===== src/peb_pkg.sv =====
/*
 Package for the power enable register bank: register indices, field positions,
 reset values, writable masks and the AXI4-Lite carrier structs.
 Assumes a 32-bit AXI4-Lite register bus with word-aligned registers.
*/
`default_nettype none

package peb_pkg;

	// Printed offsets are register indices; byte address is four times the index
	localparam logic [7:0] PEB_IDX_ANALOGUE = 8'h08;
	localparam logic [7:0] PEB_IDX_INMIX = 8'h09;
	localparam logic [7:0] PEB_IDX_OUTPUT = 8'h0a;
	localparam logic [7:0] PEB_IDX_CONV = 8'h0b;
	localparam logic [7:0] PEB_IDX_SYSFN = 8'h0c;
	localparam logic [7:0] PEB_IDX_REGS = 8'h0d;
	localparam logic [7:0] PEB_IDX_SINKS = 8'h0e;
	localparam logic [7:0] PEB_IDX_REGSTAT = 8'h0f;
	localparam logic [7:0] PEB_IDX_KEY = 8'h07;
	localparam int PEB_NREG = 7;

	// Writable bit masks per register
	localparam logic [15:0] PEB_MASK_ANALOGUE = 16'h2537;
	localparam logic [15:0] PEB_MASK_INMIX = 16'h0ff3;
	localparam logic [15:0] PEB_MASK_OUTPUT = 16'h008f;
	localparam logic [15:0] PEB_MASK_CONV = 16'h613c;
	localparam logic [15:0] PEB_MASK_SYSFN = 16'h1f8f;
	localparam logic [15:0] PEB_MASK_REGS = 16'h8f3f;
	localparam logic [15:0] PEB_MASK_SINKS = 16'h0003;

	// Values after reset
	localparam logic [15:0] PEB_RST_ANALOGUE = 16'h0000;
	localparam logic [15:0] PEB_RST_INMIX = 16'h0000;
	localparam logic [15:0] PEB_RST_OUTPUT = 16'h0000;
	localparam logic [15:0] PEB_RST_CONV = 16'h2000;
	localparam logic [15:0] PEB_RST_SYSFN = 16'h0e00;
	localparam logic [15:0] PEB_RST_REGS = 16'h0000;
	localparam logic [15:0] PEB_RST_SINKS = 16'h0000;

	// Bits returned to default by the power state machine reset
	localparam logic [15:0] PEB_SMR_SYSFN = 16'h1f8f;
	localparam logic [15:0] PEB_SMR_REGS = 16'h8f3f;
	localparam logic [15:0] PEB_SMR_SINKS = 16'h0003;

	// Key-guarded bits and key value
	localparam logic [15:0] PEB_KEY_BITS = 16'h0e00;
	localparam logic [15:0] PEB_KEY_VALUE = 16'h0bad;

	// Field positions
	localparam int PEB_B_VMID = 0;
	localparam int PEB_B_MIDRAIL = 2;
	localparam int PEB_B_MICB = 4;
	localparam int PEB_B_BIAS = 5;
	localparam int PEB_B_MICDET = 8;
	localparam int PEB_B_DRAIN = 10;
	localparam int PEB_B_VBUF = 13;
	localparam int PEB_B_CODEC = 12;
	localparam int PEB_B_TICK = 11;
	localparam int PEB_B_OSC = 10;
	localparam int PEB_B_CHG = 9;
	localparam int PEB_B_VRTC = 8;
	localparam int PEB_B_AUX = 7;
	localparam int PEB_B_HPF = 13;
	localparam int PEB_B_SYSCLK = 14;
	localparam int PEB_B_TOCLK = 8;
	localparam int PEB_B_DACR = 5;
	localparam int PEB_B_DACL = 4;
	localparam int PEB_B_ADCR = 3;
	localparam int PEB_B_ADCL = 2;
	localparam int PEB_B_LS = 15;
	localparam int PEB_B_LDO = 8;
	localparam int PEB_B_BUCK = 0;

	localparam logic [1:0] PEB_RESP_OKAY = 2'b00;
	localparam logic [1:0] PEB_RESP_SLVERR = 2'b10;

	typedef struct packed {
		logic [31:0] addr;
		logic [2:0] prot;
	} peb_addr_t;

	typedef struct packed {
		logic [31:0] data;
		logic [3:0] strb;
	} peb_wdata_t;

	typedef struct packed {
		logic [1:0] vmid_sel;
		logic midrail_string_on;
		logic mic_bias_on;
		logic analogue_bias_on;
		logic mic_detect_on;
		logic fast_shutdown_drain;
		logic tieoff_buffer_force;
	} peb_analogue_t;

endpackage : peb_pkg

`default_nettype wire


===== src/peb_bank.sv =====
/*
 Power enable register bank: seven 16-bit enable registers behind an AXI4-Lite
 slave, a key register guarding protected bits, and a regulator status register.
 Assumes aclk at 20 MHz, synchronous reset, and a power state machine pulse
 sm_reset that returns marked bits to their defaults.
*/
// The AXI4-Lite interface to the registers was chosen for this implementation.
//
// Overview of operation
// - Codec registers held reset while master enable clear
// - Regulator enables are requests; actual state reported
// - Limit switch, four linear, six buck enables
// - State machine reset restores marked bits
// - Tick, oscillator, charger default one, key-guarded
// - Charger off forces charge current zero
// - Tick enable stops or runs real-time clock
// - Bit ten switches crystal oscillator
// - Backup supply routed to pin when set
// - Comparator and auxiliary converter enables default zero
// - Reference divider select and string enable
// - Mic bias high impedance when disabled
// - Tie-off buffer force and shutdown drain
// - Highpass filter resets one; sysclk enable
// - Zero-cross timeout clock and DAC enables
// - Input amplifiers, gain stages, input mixers
// - Outputs three/four and output mixers
// - Second LED sink, state machine reset
// - First LED sink, default zero, state machine reset
`timescale 1ns/1ps
`default_nettype none

module peb_bank
	import peb_pkg::*;
(
	input wire logic aclk,
	input wire logic aresetn,
	input wire logic sm_reset,
	input wire logic [10:0] converter_permit,
	input wire logic [31:0] s_awaddr,
	input wire logic [2:0] s_awprot,
	input wire logic s_awvalid,
	output logic s_awready,
	input wire logic [31:0] s_wdata,
	input wire logic [3:0] s_wstrb,
	input wire logic s_wvalid,
	output logic s_wready,
	output logic [1:0] s_bresp,
	output logic s_bvalid,
	input wire logic s_bready,
	input wire logic [31:0] s_araddr,
	input wire logic [2:0] s_arprot,
	input wire logic s_arvalid,
	output logic s_arready,
	output logic [31:0] s_rdata,
	output logic [1:0] s_rresp,
	output logic s_rvalid,
	input wire logic s_rready,
	output logic codec_reset_n,
	output peb_analogue_t analogue_ctl,
	output logic [15:0] input_mixer_ctl,
	output logic [15:0] output_ctl,
	output logic [15:0] converter_ctl,
	output logic clock_calendar_tick_on,
	output logic crystal_osc_on,
	output logic charger_on,
	output logic charge_current_zero,
	output logic backup_supply_out_on,
	output logic aux_converter_on,
	output logic [3:0] digital_comparator_on,
	output logic limit_switch_on,
	output logic [3:0] linear_reg_on,
	output logic [5:0] buck_on,
	output logic led_sink1_on,
	output logic led_sink2_on,
	output logic mic_bias_oe
);

	logic [15:0] reg_q [PEB_NREG];
	logic [15:0] reg_d [PEB_NREG];
	logic [15:0] stat_q;
	logic key_q;
	logic key_d;
	logic aw_full_q;
	logic w_full_q;
	peb_addr_t aw_q;
	peb_wdata_t w_q;
	logic [31:0] rdata_d;
	logic [1:0] rresp_d;

	function automatic logic [15:0] mask_of(input int i);
		case (i)
			0: mask_of = PEB_MASK_ANALOGUE;
			1: mask_of = PEB_MASK_INMIX;
			2: mask_of = PEB_MASK_OUTPUT;
			3: mask_of = PEB_MASK_CONV;
			4: mask_of = PEB_MASK_SYSFN;
			5: mask_of = PEB_MASK_REGS;
			default: mask_of = PEB_MASK_SINKS;
		endcase
	endfunction

	function automatic logic [15:0] rst_of(input int i);
		case (i)
			3: rst_of = PEB_RST_CONV;
			4: rst_of = PEB_RST_SYSFN;
			default: rst_of = PEB_RST_ANALOGUE;
		endcase
	endfunction

	function automatic logic [15:0] smr_of(input int i);
		case (i)
			4: smr_of = PEB_SMR_SYSFN;
			5: smr_of = PEB_SMR_REGS;
			6: smr_of = PEB_SMR_SINKS;
			default: smr_of = 16'h0000;
		endcase
	endfunction

	// Word index of a byte address; anything outside 0x000..0x3ff is unmapped
	function automatic logic [7:0] idx_of(input logic [31:0] a);
		idx_of = (a[31:10] == 22'h0) ? a[9:2] : 8'hff;
	endfunction

	wire do_write = aw_full_q && w_full_q && !s_bvalid;
	wire [7:0] widx = idx_of(aw_q.addr);
	wire [7:0] ridx = idx_of(s_araddr);
	wire [15:0] wval = w_q.data[15:0];
	wire [1:0] wlanes = w_q.strb[1:0];
	wire w_is_key = do_write && (widx == PEB_IDX_KEY);
	wire w_is_bank = do_write && (widx >= PEB_IDX_ANALOGUE) && (widx <= PEB_IDX_SINKS);
	wire w_is_ro = do_write && (widx == PEB_IDX_REGSTAT);
	wire w_ok = w_is_key || w_is_bank || w_is_ro;
	wire [2:0] wsel = 3'(widx - PEB_IDX_ANALOGUE);
	wire [15:0] lane_mask = {{8{wlanes[1]}}, {8{wlanes[0]}}};

	// Next channel state, from which the readies are registered
	wire aw_take = s_awvalid && s_awready;
	wire w_take = s_wvalid && s_wready;
	wire ar_take = s_arvalid && s_arready;
	wire aw_full_d = do_write ? 1'b0 : (aw_full_q || aw_take);
	wire w_full_d = do_write ? 1'b0 : (w_full_q || w_take);
	wire bvalid_d = do_write || (s_bvalid && !s_bready);
	wire rvalid_d = ar_take || (s_rvalid && !s_rready);

	// Key opens on writing the key value, closes on any other key write or after one guarded write
	always_comb begin
		key_d = key_q;
		if (w_is_key) begin
			key_d = (wval == PEB_KEY_VALUE) && (wlanes == 2'b11);
		end else if (w_is_bank && wsel == 3'd4) begin
			key_d = 1'b0;
		end
	end

	always_comb begin
		logic [15:0] wm;
		wm = 16'h0000;
		for (int i = 0; i < PEB_NREG; i++) begin
			wm = mask_of(i) & lane_mask;
			if (i == 4 && !key_q) begin
				wm = wm & ~PEB_KEY_BITS;
			end
			reg_d[i] = reg_q[i];
			if (w_is_bank && wsel == 3'(i)) begin
				reg_d[i] = (reg_q[i] & ~wm) | (wval & wm);
			end
			// Restore comes after the write, so it wins on marked bits only and other writes still land
			if (sm_reset) begin
				reg_d[i] = (reg_d[i] & ~smr_of(i)) | (rst_of(i) & smr_of(i));
			end
		end
	end

	always_ff @(posedge aclk) begin
		for (int i = 0; i < PEB_NREG; i++) begin
			if (!aresetn) begin
				reg_q[i] <= rst_of(i);
			end else begin
				reg_q[i] <= reg_d[i];
			end
		end
	end

	always_ff @(posedge aclk) begin
		if (!aresetn) begin
			key_q <= 1'b0;
		end else begin
			key_q <= key_d;
		end
	end

	// Converter status: a request only takes effect where internal conditions permit
	always_ff @(posedge aclk) begin
		if (!aresetn) begin
			stat_q <= 16'h0000;
		end else begin
			// One permit per converter; a cleared permit keeps that converter off whatever is requested
			stat_q <= {5'h00, reg_q[5][15] & converter_permit[10], reg_q[5][11:8] & converter_permit[9:6],
				reg_q[5][5:0] & converter_permit[5:0]};
		end
	end

	// Write channel capture; address and data in either order, response after both
	always_ff @(posedge aclk) begin
		if (!aresetn) begin
			aw_full_q <= 1'b0;
			w_full_q <= 1'b0;
			aw_q <= '0;
			w_q <= '0;
			s_bvalid <= 1'b0;
			s_bresp <= PEB_RESP_OKAY;
		end else begin
			if (s_awvalid && s_awready) begin
				aw_full_q <= 1'b1;
				aw_q <= '{addr: s_awaddr, prot: s_awprot};
			end
			if (s_wvalid && s_wready) begin
				w_full_q <= 1'b1;
				w_q <= '{data: s_wdata, strb: s_wstrb};
			end
			if (do_write) begin
				aw_full_q <= 1'b0;
				w_full_q <= 1'b0;
				s_bvalid <= 1'b1;
				s_bresp <= w_ok ? PEB_RESP_OKAY : PEB_RESP_SLVERR;
			end else if (s_bvalid && s_bready) begin
				s_bvalid <= 1'b0;
			end
		end
	end

	// Readies come from flip-flops; they stay low through reset and rise one cycle after release
	always_ff @(posedge aclk) begin
		if (!aresetn) begin
			s_awready <= 1'b0;
			s_wready <= 1'b0;
			s_arready <= 1'b0;
		end else begin
			s_awready <= !aw_full_d && !bvalid_d;
			s_wready <= !w_full_d && !bvalid_d;
			s_arready <= !rvalid_d;
		end
	end

	// Read decode
	always_comb begin
		rdata_d = 32'h0000_0000;
		rresp_d = PEB_RESP_OKAY;
		if (ridx >= PEB_IDX_ANALOGUE && ridx <= PEB_IDX_SINKS) begin
			rdata_d = {16'h0000, reg_q[3'(ridx - PEB_IDX_ANALOGUE)]};
		end else if (ridx == PEB_IDX_REGSTAT) begin
			rdata_d = {16'h0000, stat_q};
		end else if (ridx == PEB_IDX_KEY) begin
			rdata_d = {31'h0, key_q};
		end else begin
			rresp_d = PEB_RESP_SLVERR;
		end
	end

	always_ff @(posedge aclk) begin
		if (!aresetn) begin
			s_rvalid <= 1'b0;
			s_rdata <= 32'h0000_0000;
			s_rresp <= PEB_RESP_OKAY;
		end else if (s_arvalid && s_arready) begin
			s_rvalid <= 1'b1;
			s_rdata <= rdata_d;
			s_rresp <= rresp_d;
		end else if (s_rvalid && s_rready) begin
			s_rvalid <= 1'b0;
		end
	end

	// Enable outputs, registered so they come straight from flip-flops
	always_ff @(posedge aclk) begin
		if (!aresetn) begin
			codec_reset_n <= 1'b0;
			analogue_ctl <= '0;
			input_mixer_ctl <= 16'h0000;
			output_ctl <= 16'h0000;
			converter_ctl <= PEB_RST_CONV;
			clock_calendar_tick_on <= 1'b1;
			crystal_osc_on <= 1'b1;
			charger_on <= 1'b1;
			charge_current_zero <= 1'b0;
			backup_supply_out_on <= 1'b0;
			aux_converter_on <= 1'b0;
			digital_comparator_on <= 4'h0;
			limit_switch_on <= 1'b0;
			linear_reg_on <= 4'h0;
			buck_on <= 6'h00;
			led_sink1_on <= 1'b0;
			led_sink2_on <= 1'b0;
			mic_bias_oe <= 1'b0;
		end else begin
			codec_reset_n <= reg_q[4][PEB_B_CODEC];
			analogue_ctl.vmid_sel <= reg_q[0][PEB_B_VMID +: 2];
			analogue_ctl.midrail_string_on <= reg_q[0][PEB_B_MIDRAIL];
			analogue_ctl.mic_bias_on <= reg_q[0][PEB_B_MICB];
			analogue_ctl.analogue_bias_on <= reg_q[0][PEB_B_BIAS];
			analogue_ctl.mic_detect_on <= reg_q[0][PEB_B_MICDET];
			analogue_ctl.fast_shutdown_drain <= reg_q[0][PEB_B_DRAIN];
			analogue_ctl.tieoff_buffer_force <= reg_q[0][PEB_B_VBUF];
			mic_bias_oe <= reg_q[0][PEB_B_MICB];
			input_mixer_ctl <= reg_q[1];
			output_ctl <= reg_q[2];
			// ADC pair relies on the host writing both enables at once
			converter_ctl <= reg_q[3];
			clock_calendar_tick_on <= reg_q[4][PEB_B_TICK];
			crystal_osc_on <= reg_q[4][PEB_B_OSC];
			charger_on <= reg_q[4][PEB_B_CHG];
			charge_current_zero <= !reg_q[4][PEB_B_CHG];
			backup_supply_out_on <= reg_q[4][PEB_B_VRTC];
			aux_converter_on <= reg_q[4][PEB_B_AUX];
			digital_comparator_on <= reg_q[4][3:0];
			limit_switch_on <= stat_q[10];
			linear_reg_on <= stat_q[9:6];
			buck_on <= stat_q[5:0];
			led_sink1_on <= reg_q[6][0];
			led_sink2_on <= reg_q[6][1];
		end
	end
endmodule : peb_bank

`default_nettype wire


===== config.mk =====
export PLATFORM = sky130hd
export DESIGN_NAME = peb_bank
export DESIGN_NICKNAME = d
export VERILOG_FILES = /design/src/peb_pkg.sv /design/src/peb_bank.sv
export SDC_FILE = /design/constraint.sdc
export NUM_CORES = 1
export LEC_CHECK = 0
export ABC_AREA = 1
export BUFFER_PORTS_ARGS = -buffer_cell sky130_fd_sc_hd__buf_2
export CELL_PAD_IN_SITES_DETAIL_PLACEMENT = 0
export CELL_PAD_IN_SITES_GLOBAL_PLACEMENT = 1
export CORE_ASPECT_RATIO = 1.75
export CORE_UTILIZATION = 40
export CTS_BUF_LIST = sky130_fd_sc_hd__clkbuf_4
export DETAILED_ROUTE_END_ITERATION = 10
export PLACE_DENSITY = 0.87
export SYNTH_ARGS = -nofsm -noshare
export SYNTH_HDL_FRONTEND = slang
export SYNTH_SLANG_ARGS = --single-unit

===== constraint.sdc =====
create_clock -name aclk -period 3.7 [get_ports aclk]
set_clock_uncertainty 0.2 [all_clocks]
set_input_delay 0.555 -clock aclk [delete_from_list [all_inputs] [get_ports aclk]]
set_output_delay 0.555 -clock aclk [all_outputs]
set_load 0.02 [all_outputs]

==> results of run 1 <==
## synth_stat cells (2+ instances only)
library cell  instances  area share, %
dfxtp_1             192             48
nand2_1             182            8.5
nor2_1              177            8.3
inv_1               120            5.6
o21ai_0              96            6.0
a21oi_1              68            4.2
nand3_1              49            3.0
buf_4                46            4.3
clkbuf_1             35            1.6
nand4_1              15            1.2
nor3_1               15           0.93
nor2_4               12            1.7
nor2_2                9           0.70
o21ai_1               8           0.50
clkinv_1              5           0.23
o211ai_1              5           0.47
inv_2                 4           0.19
nand2_2               4           0.31
nor2_8                4           0.99
nand2_4               3           0.42
nand4_4               3           0.79
nor4_1                3           0.23
or2_2                 3           0.23
buf_2                 2           0.12
nand4_2               2           0.31
nor3_2                2           0.25
nor3_4                2           0.40
## how the worst max path moves through the flow
| stage | end | slack, ns | depth (start not counted) |
|---|---|---|---|
| 2_1_floorplan | s_rdata[2] | 1.56 | 11 |
| 3_3_place_gp | s_rdata[3] | 1.06 | 11 |
| 3_5_place_dp | s_rdata[3] | 1.04 | 11 |
| 4_1_cts | flip-flop | 1.28 | 8 |
| 5_1_grt | flip-flop | 1.06 | 10 |
| 6_report | flip-flop | 1.29 | 8 |
## metrics by stage
step	setup WS [ns]	util, %	instances	hold WS, ns	power (mW)
6_report	1.29	48.6	1529	0.0281	3.63
5_1_grt	1.06	48.6	1529	0.0114	3.81
4_1_cts	1.28	48.6	1528	0.000764	3.67
3_5_place_dp	1.04	45.4	1460	0.218	2.55
3_3_place_gp	1.06	45.4	1460	0.217	2.55
2_1_floorplan	1.56	-	1117	0.207	2.46
## critical path, stage by stage (launching register included)
cell	delay (ns)
dfxtp_1	0.77
inv_1	0.19
o21ai_1	0.25
nand2_4	0.13
nand2_4	0.16
inv_1	0.09
nand2_1	0.24
o21ai_0	0.13
a21oi_1	0.16
## final cells by class
type | instances | area, sq um | area share (%)
Clock inverter | 14 | 143 | 1.49
Antenna cell | 1 | 2.50 | 0.0261
Tap cell | 245 | 307 | 3.19
Timing Repair Buffer | 218 | 1290 | 13.5
Inverter | 129 | 484 | 5.04
Sequential cell | 192 | 3840 | 40.0
Clock buffer | 18 | 135 | 1.41
Multi-Input combinational cell | 712 | 3390 | 35.3
## cell families (layout without fill, tap and decap cells)
kind of cell           Yosys count  after routing  share of synthesized area, %
buffers and inverters          213            379                          12.1
other                            1             45                        0.0466
AOI/OAI and AO/OA              180            180                          11.5
and+or+nand+nor                487            487                          28.5
DFF                            192            192                          47.7
muxes                            1              1                         0.124
## routing by layer
| metal | vias up | wire length [um] |
|---|---|---|
| met4 | 0 | 999 |
| met5 | - | 0 |
| met3 | 50 | 1010 |
| li1 | 3712 | - |
| met2 | 237 | 11200 |
| met1 | 3170 | 7890 |
## where the power goes
group          switching [mW]  leakage, nW  total [mW]  internal, mW
clock                   0.782        0.152        1.09         0.313
combinational           0.246         2.96       0.374         0.129
sequential             0.0398         1.56        2.16          2.12
total                    1.07         4.67        3.63          2.56
## repair_timing
| item | CTS | global route |
|---|---|---|
| hold buffers | 36 | 0 |
| endpoints found under the hold margin | 36 | 0 |
| setup endpoints to repair | 0 | 0 |
==> results.rst, run 1 <==
.. list-table::
   :header-rows: 1

   * - Metric
     - Value
   * - Outcome
     - complete, no violations
   * - ANT nets after route
     - 0
   * - Port-buffer cells
     - 174
   * - Clock tree buffer depth
     - 2
   * - Initial drt markers
     - between 300 and 400
   * - Final Instance Area
     - roughly 0.0096 sq mm
   * - Most common cell after layout, fill and taps aside
     - dfxtp_1
   * - Number of filler instances in the final layout
     - 2,074
   * - Number of storage elements in the synthesis netlist
     - between 150 and 200
   * - Sinks on the clock net
     - approximately 190
   * - FF-to-FF setup slack
     - roughly 1.3 ns
   * - Remaining Overflow, GRT
     - 0
   * - Number of enable-type register cells in the synthesized netlist
     - 0
   * - TritonRoute pass-1 iters
     - 5
   * - Commonest cells after routing, fill and taps aside
     - dfxtp_1 (192), nand2_1 (182), nor2_1 (177)
   * - Antenna violations before repair
     - 1
   * - Worst slew slack as a fraction of its limit
     - about a third
   * - Met2 usage
     - between 30% and 40%
   * - Synthesis warning total
     - 0
   * - CTS tree
     - done
   * - Met3 demand-to-capacity share in global routing
     - 3.77%
   * - Register area share after synthesis
     - a little under half
   * - Clock slew at the register clock pins of the worst setup and hold paths
     - roughly 0.18 ns
   * - Period minus WS final
     - 2.41 ns
   * - Layout overhead on the synthesized area
     - 19.3%
   * - Slew at the pin closest to its max-slew limit
     - a little over 1 ns
   * - Die boundary width
     - about 110 um
   * - Setup CP Type
     - flip-flop to flip-flop
   * - Number of design rule violations left after detail routing
     - 0
   * - Estimated wirelength of the detail-placed design
     - 16.1 mm
   * - Type of the tightest min-delay check
     - input port to flip-flop
   * - Average size of a mapped cell
     - roughly 7.5 sq um
   * - Reg-to-reg startpoint
     - aw_q[7]
   * - Effective utilization at floorplan
     - approximately 40%
   * - H-tree depth
     - 4
   * - Total detailed-routing wirelength
     - between 20 and 25 mm
   * - DIE HEIGHT
     - around 190 um
   * - Total Neg Setup Slack
     - 0 ns
   * - Number of global-route vias before repair
     - between 6,000 and 7,000
   * - I/O pin count
     - ~250
   * - Proportion of synthesized flip-flops having asynchronous set or reset
     - 0%
   * - Highest Clock Rate
     - around 0.41 GHz
   * - Peak-usage layer in the global routing report
     - met2
   * - Cell leakage power
     - approximately 4.7 nW
   * - Total number of nets in the final design
     - 1,395
   * - Post-route fraction of the period consumed by the critical path
     - between 60% and 70%
   * - Final setup violation count
     - 0
   * - Setup repair after global routing missed its margin
     - no
   * - Power density over the cells
     - roughly 380 mW/mm^2
   * - Global-route met1 utilization
     - around 22%
   * - Setup crit end kind
     - flip-flop
   * - Area of the mapped netlist
     - slightly above 0.008 sq mm
   * - Core Footprint
     - slightly below 0.02 sq mm
   * - Count of vias placed by the detailed router
     - between 7,000 and 8,000
   * - Crit path arrival time
     - ~2.7 ns
   * - Origin of the worst min-delay path
     - s_wdata[0]
   * - Std-Cell Rows
     - between 60 and 70
   * - Final Hold Fails
     - 0
   * - Total routing usage reported by global routing
     - 21.3%
   * - Final number of max-transition violations
     - 0
   * - Crit Path Max Fanout
     - 9
   * - Maximum number of pins on one net before global-route repair
     - 94
   * - Layout cell share with drive strength beyond 1
     - between 20% and 30%
   * - Yosys cell types
     - 35
   * - Cts repair resizes
     - 0
   * - Worst voltage drop across the vdd grid
     - approximately 0.2 mV
   * - Clock root buffer master
     - clkbuf_4
   * - Routability Congestion
     - 0.940
   * - Cells on Worst Hold Path
     - 3
   * - Required arrival time at the worst endpoint
     - ~4 ns
   * - DP Area
     - ~0.0090 sq mm
   * - Origin of the worst setup path
     - aw_q[7]
   * - Clock insertion delay at the later pin of the skew report
     - 0.60 ns
   * - First-pass GRT wire length
     - about 34 mm
   * - Total Die Area
     - about 0.021 sq mm
   * - Total CTS buffers
     - 17
   * - Max-cap viol count
     - 0
   * - Per-cell routed wire length
     - between 10 and 15 um
   * - Top flip-flop cell by instance count after synthesis
     - dfxtp_1
   * - Kind of start point of the critical path
     - flip-flop
   * - Number of instances in the synthesized netlist
     - ~1,100
   * - Endpoint of the worst hold path
     - w_q[4]
   * - Detail-routed via count per cell
     - 4.69
   * - Setup Buffers After CTS
     - 0
   * - Register-to-Register Path Depth
     - 8
Power figures use the tool's default switching activity.
==> inputs of run 2 (changes only) <==
--- a/config.mk
+++ b/config.mk
@@ -5,15 +5,15 @@
 export SDC_FILE = /design/constraint.sdc
 export NUM_CORES = 1
 export LEC_CHECK = 0
-export ABC_AREA = 1
+export ABC_AREA = 0
 export BUFFER_PORTS_ARGS = -buffer_cell sky130_fd_sc_hd__buf_2
 export CELL_PAD_IN_SITES_DETAIL_PLACEMENT = 0
 export CELL_PAD_IN_SITES_GLOBAL_PLACEMENT = 1
 export CORE_ASPECT_RATIO = 1.75
-export CORE_UTILIZATION = 40
+export CORE_UTILIZATION = 39
 export CTS_BUF_LIST = sky130_fd_sc_hd__clkbuf_4
 export DETAILED_ROUTE_END_ITERATION = 10
-export PLACE_DENSITY = 0.87
+export PLACE_DENSITY = 0.83
 export SYNTH_ARGS = -nofsm -noshare
 export SYNTH_HDL_FRONTEND = slang
 export SYNTH_SLANG_ARGS = --single-unit
==> constraint.sdc (replaced) <==
create_clock -name aclk -period 2.5 [get_ports aclk]
set_clock_uncertainty 0.2 [all_clocks]
set_input_delay 0.375 -clock aclk [delete_from_list [all_inputs] [get_ports aclk]]
set_output_delay 0.375 -clock aclk [all_outputs]
set_load 0.02 [all_outputs]
==> results.rst, run 2 <==
.. list-table::
   :header-rows: 1

   * - Metric
     - Value
   * - Yosys top cell area share
     - ~50%
   * - Number of storage elements in the synthesis netlist
     - approximately 190
   * - Synth area leaders
     - dfxtp_1 (50%), nand2_1 (9.0%), mux2i_1 (6.0%)
   * - Largest family of logic cells by synthesized area
     - simple AND/OR/NAND/NOR gates
   * - First-pass GRT wire length
     - around 34 mm
   * - Total number of nets in the final design
     - 1,238
   * - H-tree depth
     - 4
   * - Reg-to-reg startpoint
     - aw_q[15]
   * - Worst Hold Slack
     - 0.0403 ns
   * - WP buf/inv
     - 5
   * - Crit path arrival time
     - roughly 2.7 ns
   * - Number of global-route vias before repair
     - 6,824
   * - Proportion of power drawn by combinational gates
     - approximately a tenth
   * - Post-synthesis xor/xnor area fraction
     - 0%
   * - Clock share of power
     - roughly a third
   * - TritonRoute pass-1 iters
     - 5
   * - Outcome
     - complete, no violations
   * - Top flip-flop cell by instance count after synthesis
     - dfxtp_1
   * - Estimated wirelength of the detail-placed design
     - between 15 and 20 mm
   * - Effective utilization at floorplan
     - about 40%
   * - Clock tree buffer depth
     - 2
   * - Slew at the pin closest to its max-slew limit
     - roughly 0.7 ns
   * - Final Hold Fails
     - 0
   * - Number of enable-type register cells in the synthesized netlist
     - 0
   * - Required arrival time at the worst endpoint
     - 2.79 ns
   * - Worst voltage drop across the vdd grid
     - around 0.28 mV
   * - Cell type group with the largest total delay on the critical path
     - buffers and inverters
   * - Setup repair after global routing missed its margin
     - no
   * - Total CTS buffers
     - 17
   * - Setup slack after placement
     - ~0.16 ns
   * - Yosys cell types
     - slightly below 60
   * - Critical Path Max Stage Delay
     - a little under 0.6 ns
   * - Period minus WS final
     - between 2 and 2.5 ns
   * - Clock slew at the register clock pins of the worst setup and hold paths
     - ~0.16 ns
   * - Proportion of synthesized flip-flops having asynchronous set or reset
     - 0%
   * - Number of instances in the synthesized netlist
     - between 800 and 900
   * - Die boundary width
     - between 100 and 150 um
   * - Highest Clock Rate
     - a little over 0.4 GHz
   * - FF-to-FF setup slack
     - approximately 0.16 ns
   * - Layout cell share with drive strength beyond 1
     - 23.3%
   * - Setup crit end kind
     - flip-flop
   * - Setup CP Type
     - input port to flip-flop
   * - Register area share after synthesis
     - between 40% and 50%
   * - Final Instance Area
     - 0.00984 sq mm
   * - Final setup violation count
     - 0
   * - Worst slew slack as a fraction of its limit
     - 51.9%
   * - Cell leakage power
     - between 4 and 5 nW
   * - DP Area
     - just under 0.009 sq mm
   * - Std-Cell Rows
     - 67
   * - Count of vias placed by the detailed router
     - roughly 6,800
   * - Synthesis warning total
     - 0
   * - Remaining Overflow, GRT
     - 0
   * - Total Neg Setup Slack
     - 0 ns
   * - Switching power of the nets
     - 1.43 mW
   * - Final number of max-transition violations
     - 0
   * - Post-synthesis mux area share
     - under 10%
   * - Detail-routed via count per cell
     - 4.96
   * - Area leader, netlist
     - dfxtp_1
   * - Cell with the most instances after synthesis
     - dfxtp_1
   * - Clock insertion delay at the later pin of the skew report
     - 0.59 ns
   * - Cells on Worst Hold Path
     - 3
   * - Antenna violations before repair
     - 1
   * - Pint
     - about 4.2 mW
   * - Total detailed-routing wirelength
     - 21.1 mm
   * - Total routing usage reported by global routing
     - between 20 and 25%
   * - Total Die Area
     - 0.0203 sq mm
   * - Core Footprint
     - between 0.015 and 0.02 sq mm
   * - Register-to-Register Path Depth
     - 5
   * - Number of design rule violations left after detail routing
     - 0
   * - CTS tree
     - done
   * - Average size of a mapped cell
     - 8.89 sq um
   * - Number of gates on the worst path with buffers counted
     - 10
   * - Power share of the sequential group
     - a little under three fifths
   * - DIE HEIGHT
     - between 150 and 200 um
   * - Routability Congestion
     - ~0.84
   * - Type of the tightest min-delay check
     - input port to flip-flop
   * - Slowest cell on the critical path
     - dlygate4sd3_1
   * - Max-cap viol count
     - 0
   * - Maximum number of pins on one net before global-route repair
     - 53
   * - Clock root buffer master
     - clkbuf_4
   * - Simple-gate share of the synthesized area
     - between 20% and 30%
   * - Origin of the worst min-delay path
     - aresetn
   * - Post-route fraction of the period consumed by the critical path
     - a little over nine tenths
   * - Power density over the cells
     - roughly 570 mW/mm^2
   * - I/O pin count
     - around 250
   * - Adder and majority gate portion of the synthesized area
     - 0%
   * - Crit path setup slack, layout
     - 0.0699 ns
   * - Cells along the critical path
     - dlygate4sd3_1 -> buf_2 -> nor4_1 -> dlygate4sd3_1 -> buf_4 -> nand2_1 -> nor3_2 -> buf_4 -> nand2_1 -> a221oi_1
   * - Per-cell routed wire length
     - 15.5 um
   * - Crit Path Max Fanout
     - 17
   * - Compound-cell area share of the yosys netlist
     - 10.6%
   * - Most common cell after layout, fill and taps aside
     - dfxtp_1
   * - Sinks on the clock net
     - roughly 190
   * - Area of the mapped netlist
     - 0.00770 sq mm
   * - Switching part of the total
     - 25.5%
   * - ANT nets after route
     - 0
   * - Port-buffer cells
     - roughly 170
   * - Layout overhead on the synthesized area
     - 27.7%
   * - Commonest cells after routing, fill and taps aside
     - dfxtp_1 (192), nand2_1 (184), buf_2 (173)
   * - Ranking of synthesized cells by instance count
     - dfxtp_1 (192), nand2_1 (184), a21oi_1 (67), mux2i_1 (46), buf_4 (45)
   * - Kind of start point of the critical path
     - input port
   * - Initial drt markers
     - just under 300
==> run 2: cell count changes after synthesis, sizes merged, moves of 9 or more <==
| cell | delta |
|---|---|
| nor3 | -13 |
| and2 | +37 |
| o21ai | -84 |
| and3 | +14 |
| mux2i | +45 |
| inv | -99 |
| nor4 | +19 |
| nor2 | -160 |
| nand3 | -32 |
| nand2b | +9 |
| nand4 | -16 |
==> run 2: worst min-delay path, stage by stage <==
cell	delay, ns
buf_2	0.13
nand2_1	0.19
mux2i_1	0.10
==> run 2: worst max-delay path by stage <==
stage	slack, ns	from	end
final	0.07	s_araddr[6]	s_rdata[9]
after floorplan	0.44	s_araddr[22]	s_rdata[2]
after global placement	0.19	s_araddr[22]	s_rdata[10]
after CTS	0.12	s_araddr[6]	s_rdata[9]
after detailed placement	0.16	s_araddr[22]	s_rdata[10]
after global routing	0.005	aw_q[34]	flip-flop
==> run 2: layout make-up <==
class,count,area (sq um)
antenna,1,2.50
clock buffer,19,143
clock inverter,12,179
fill,1878,9450
inverter,25,93.8
multi-input combinational,596,3390
sequential,192,3840
tap,241,302
timing repair buffer,281,1880
==> run 2: repair_timing <==
item,4_1_cts,5_1_grt
hold endpoints to repair,79,0
hold buffers,71,0
gates resized for setup,0,1
setup endpoints to repair,0,1
buffers inserted,0,0
==> run 2: metrics by stage <==
step                std cells  utilization, %  power (mW)
finish                   1367            51.0        5.61
floorplan                 909               -        3.57
detailed placement       1264            45.6        3.73
CTS                      1366            51.0        5.66
global route             1367            51.0        5.84
global placement         1264            45.6        3.73
==> run 2: power groups by stage <==
stage	sequential (mW)	combinational (mW)	clock [mW]
after floorplan	3.22	0.356	0
after global placement	3.23	0.505	0
after detailed placement	3.23	0.507	0
after CTS	3.16	0.591	1.91
after global routing	3.17	0.650	2.02
final	3.16	0.591	1.86
==> run 2: cells by family after synthesis <==
family	Yosys count
and+or+nand+nor	368
DFF	192
AOI/OAI and AO/OA	132
buffers and inverters	121
muxes	52
other	1
==> run 2: per-layer routing <==
layer	GRT usage [%]	up-vias	part of all wire, %
met5	0	-	0
met4	12.5	0	4.6
met3	3.86	50	4.6
met2	41.4	253	55
met1	21.3	3122	36
li1	-	3355	-
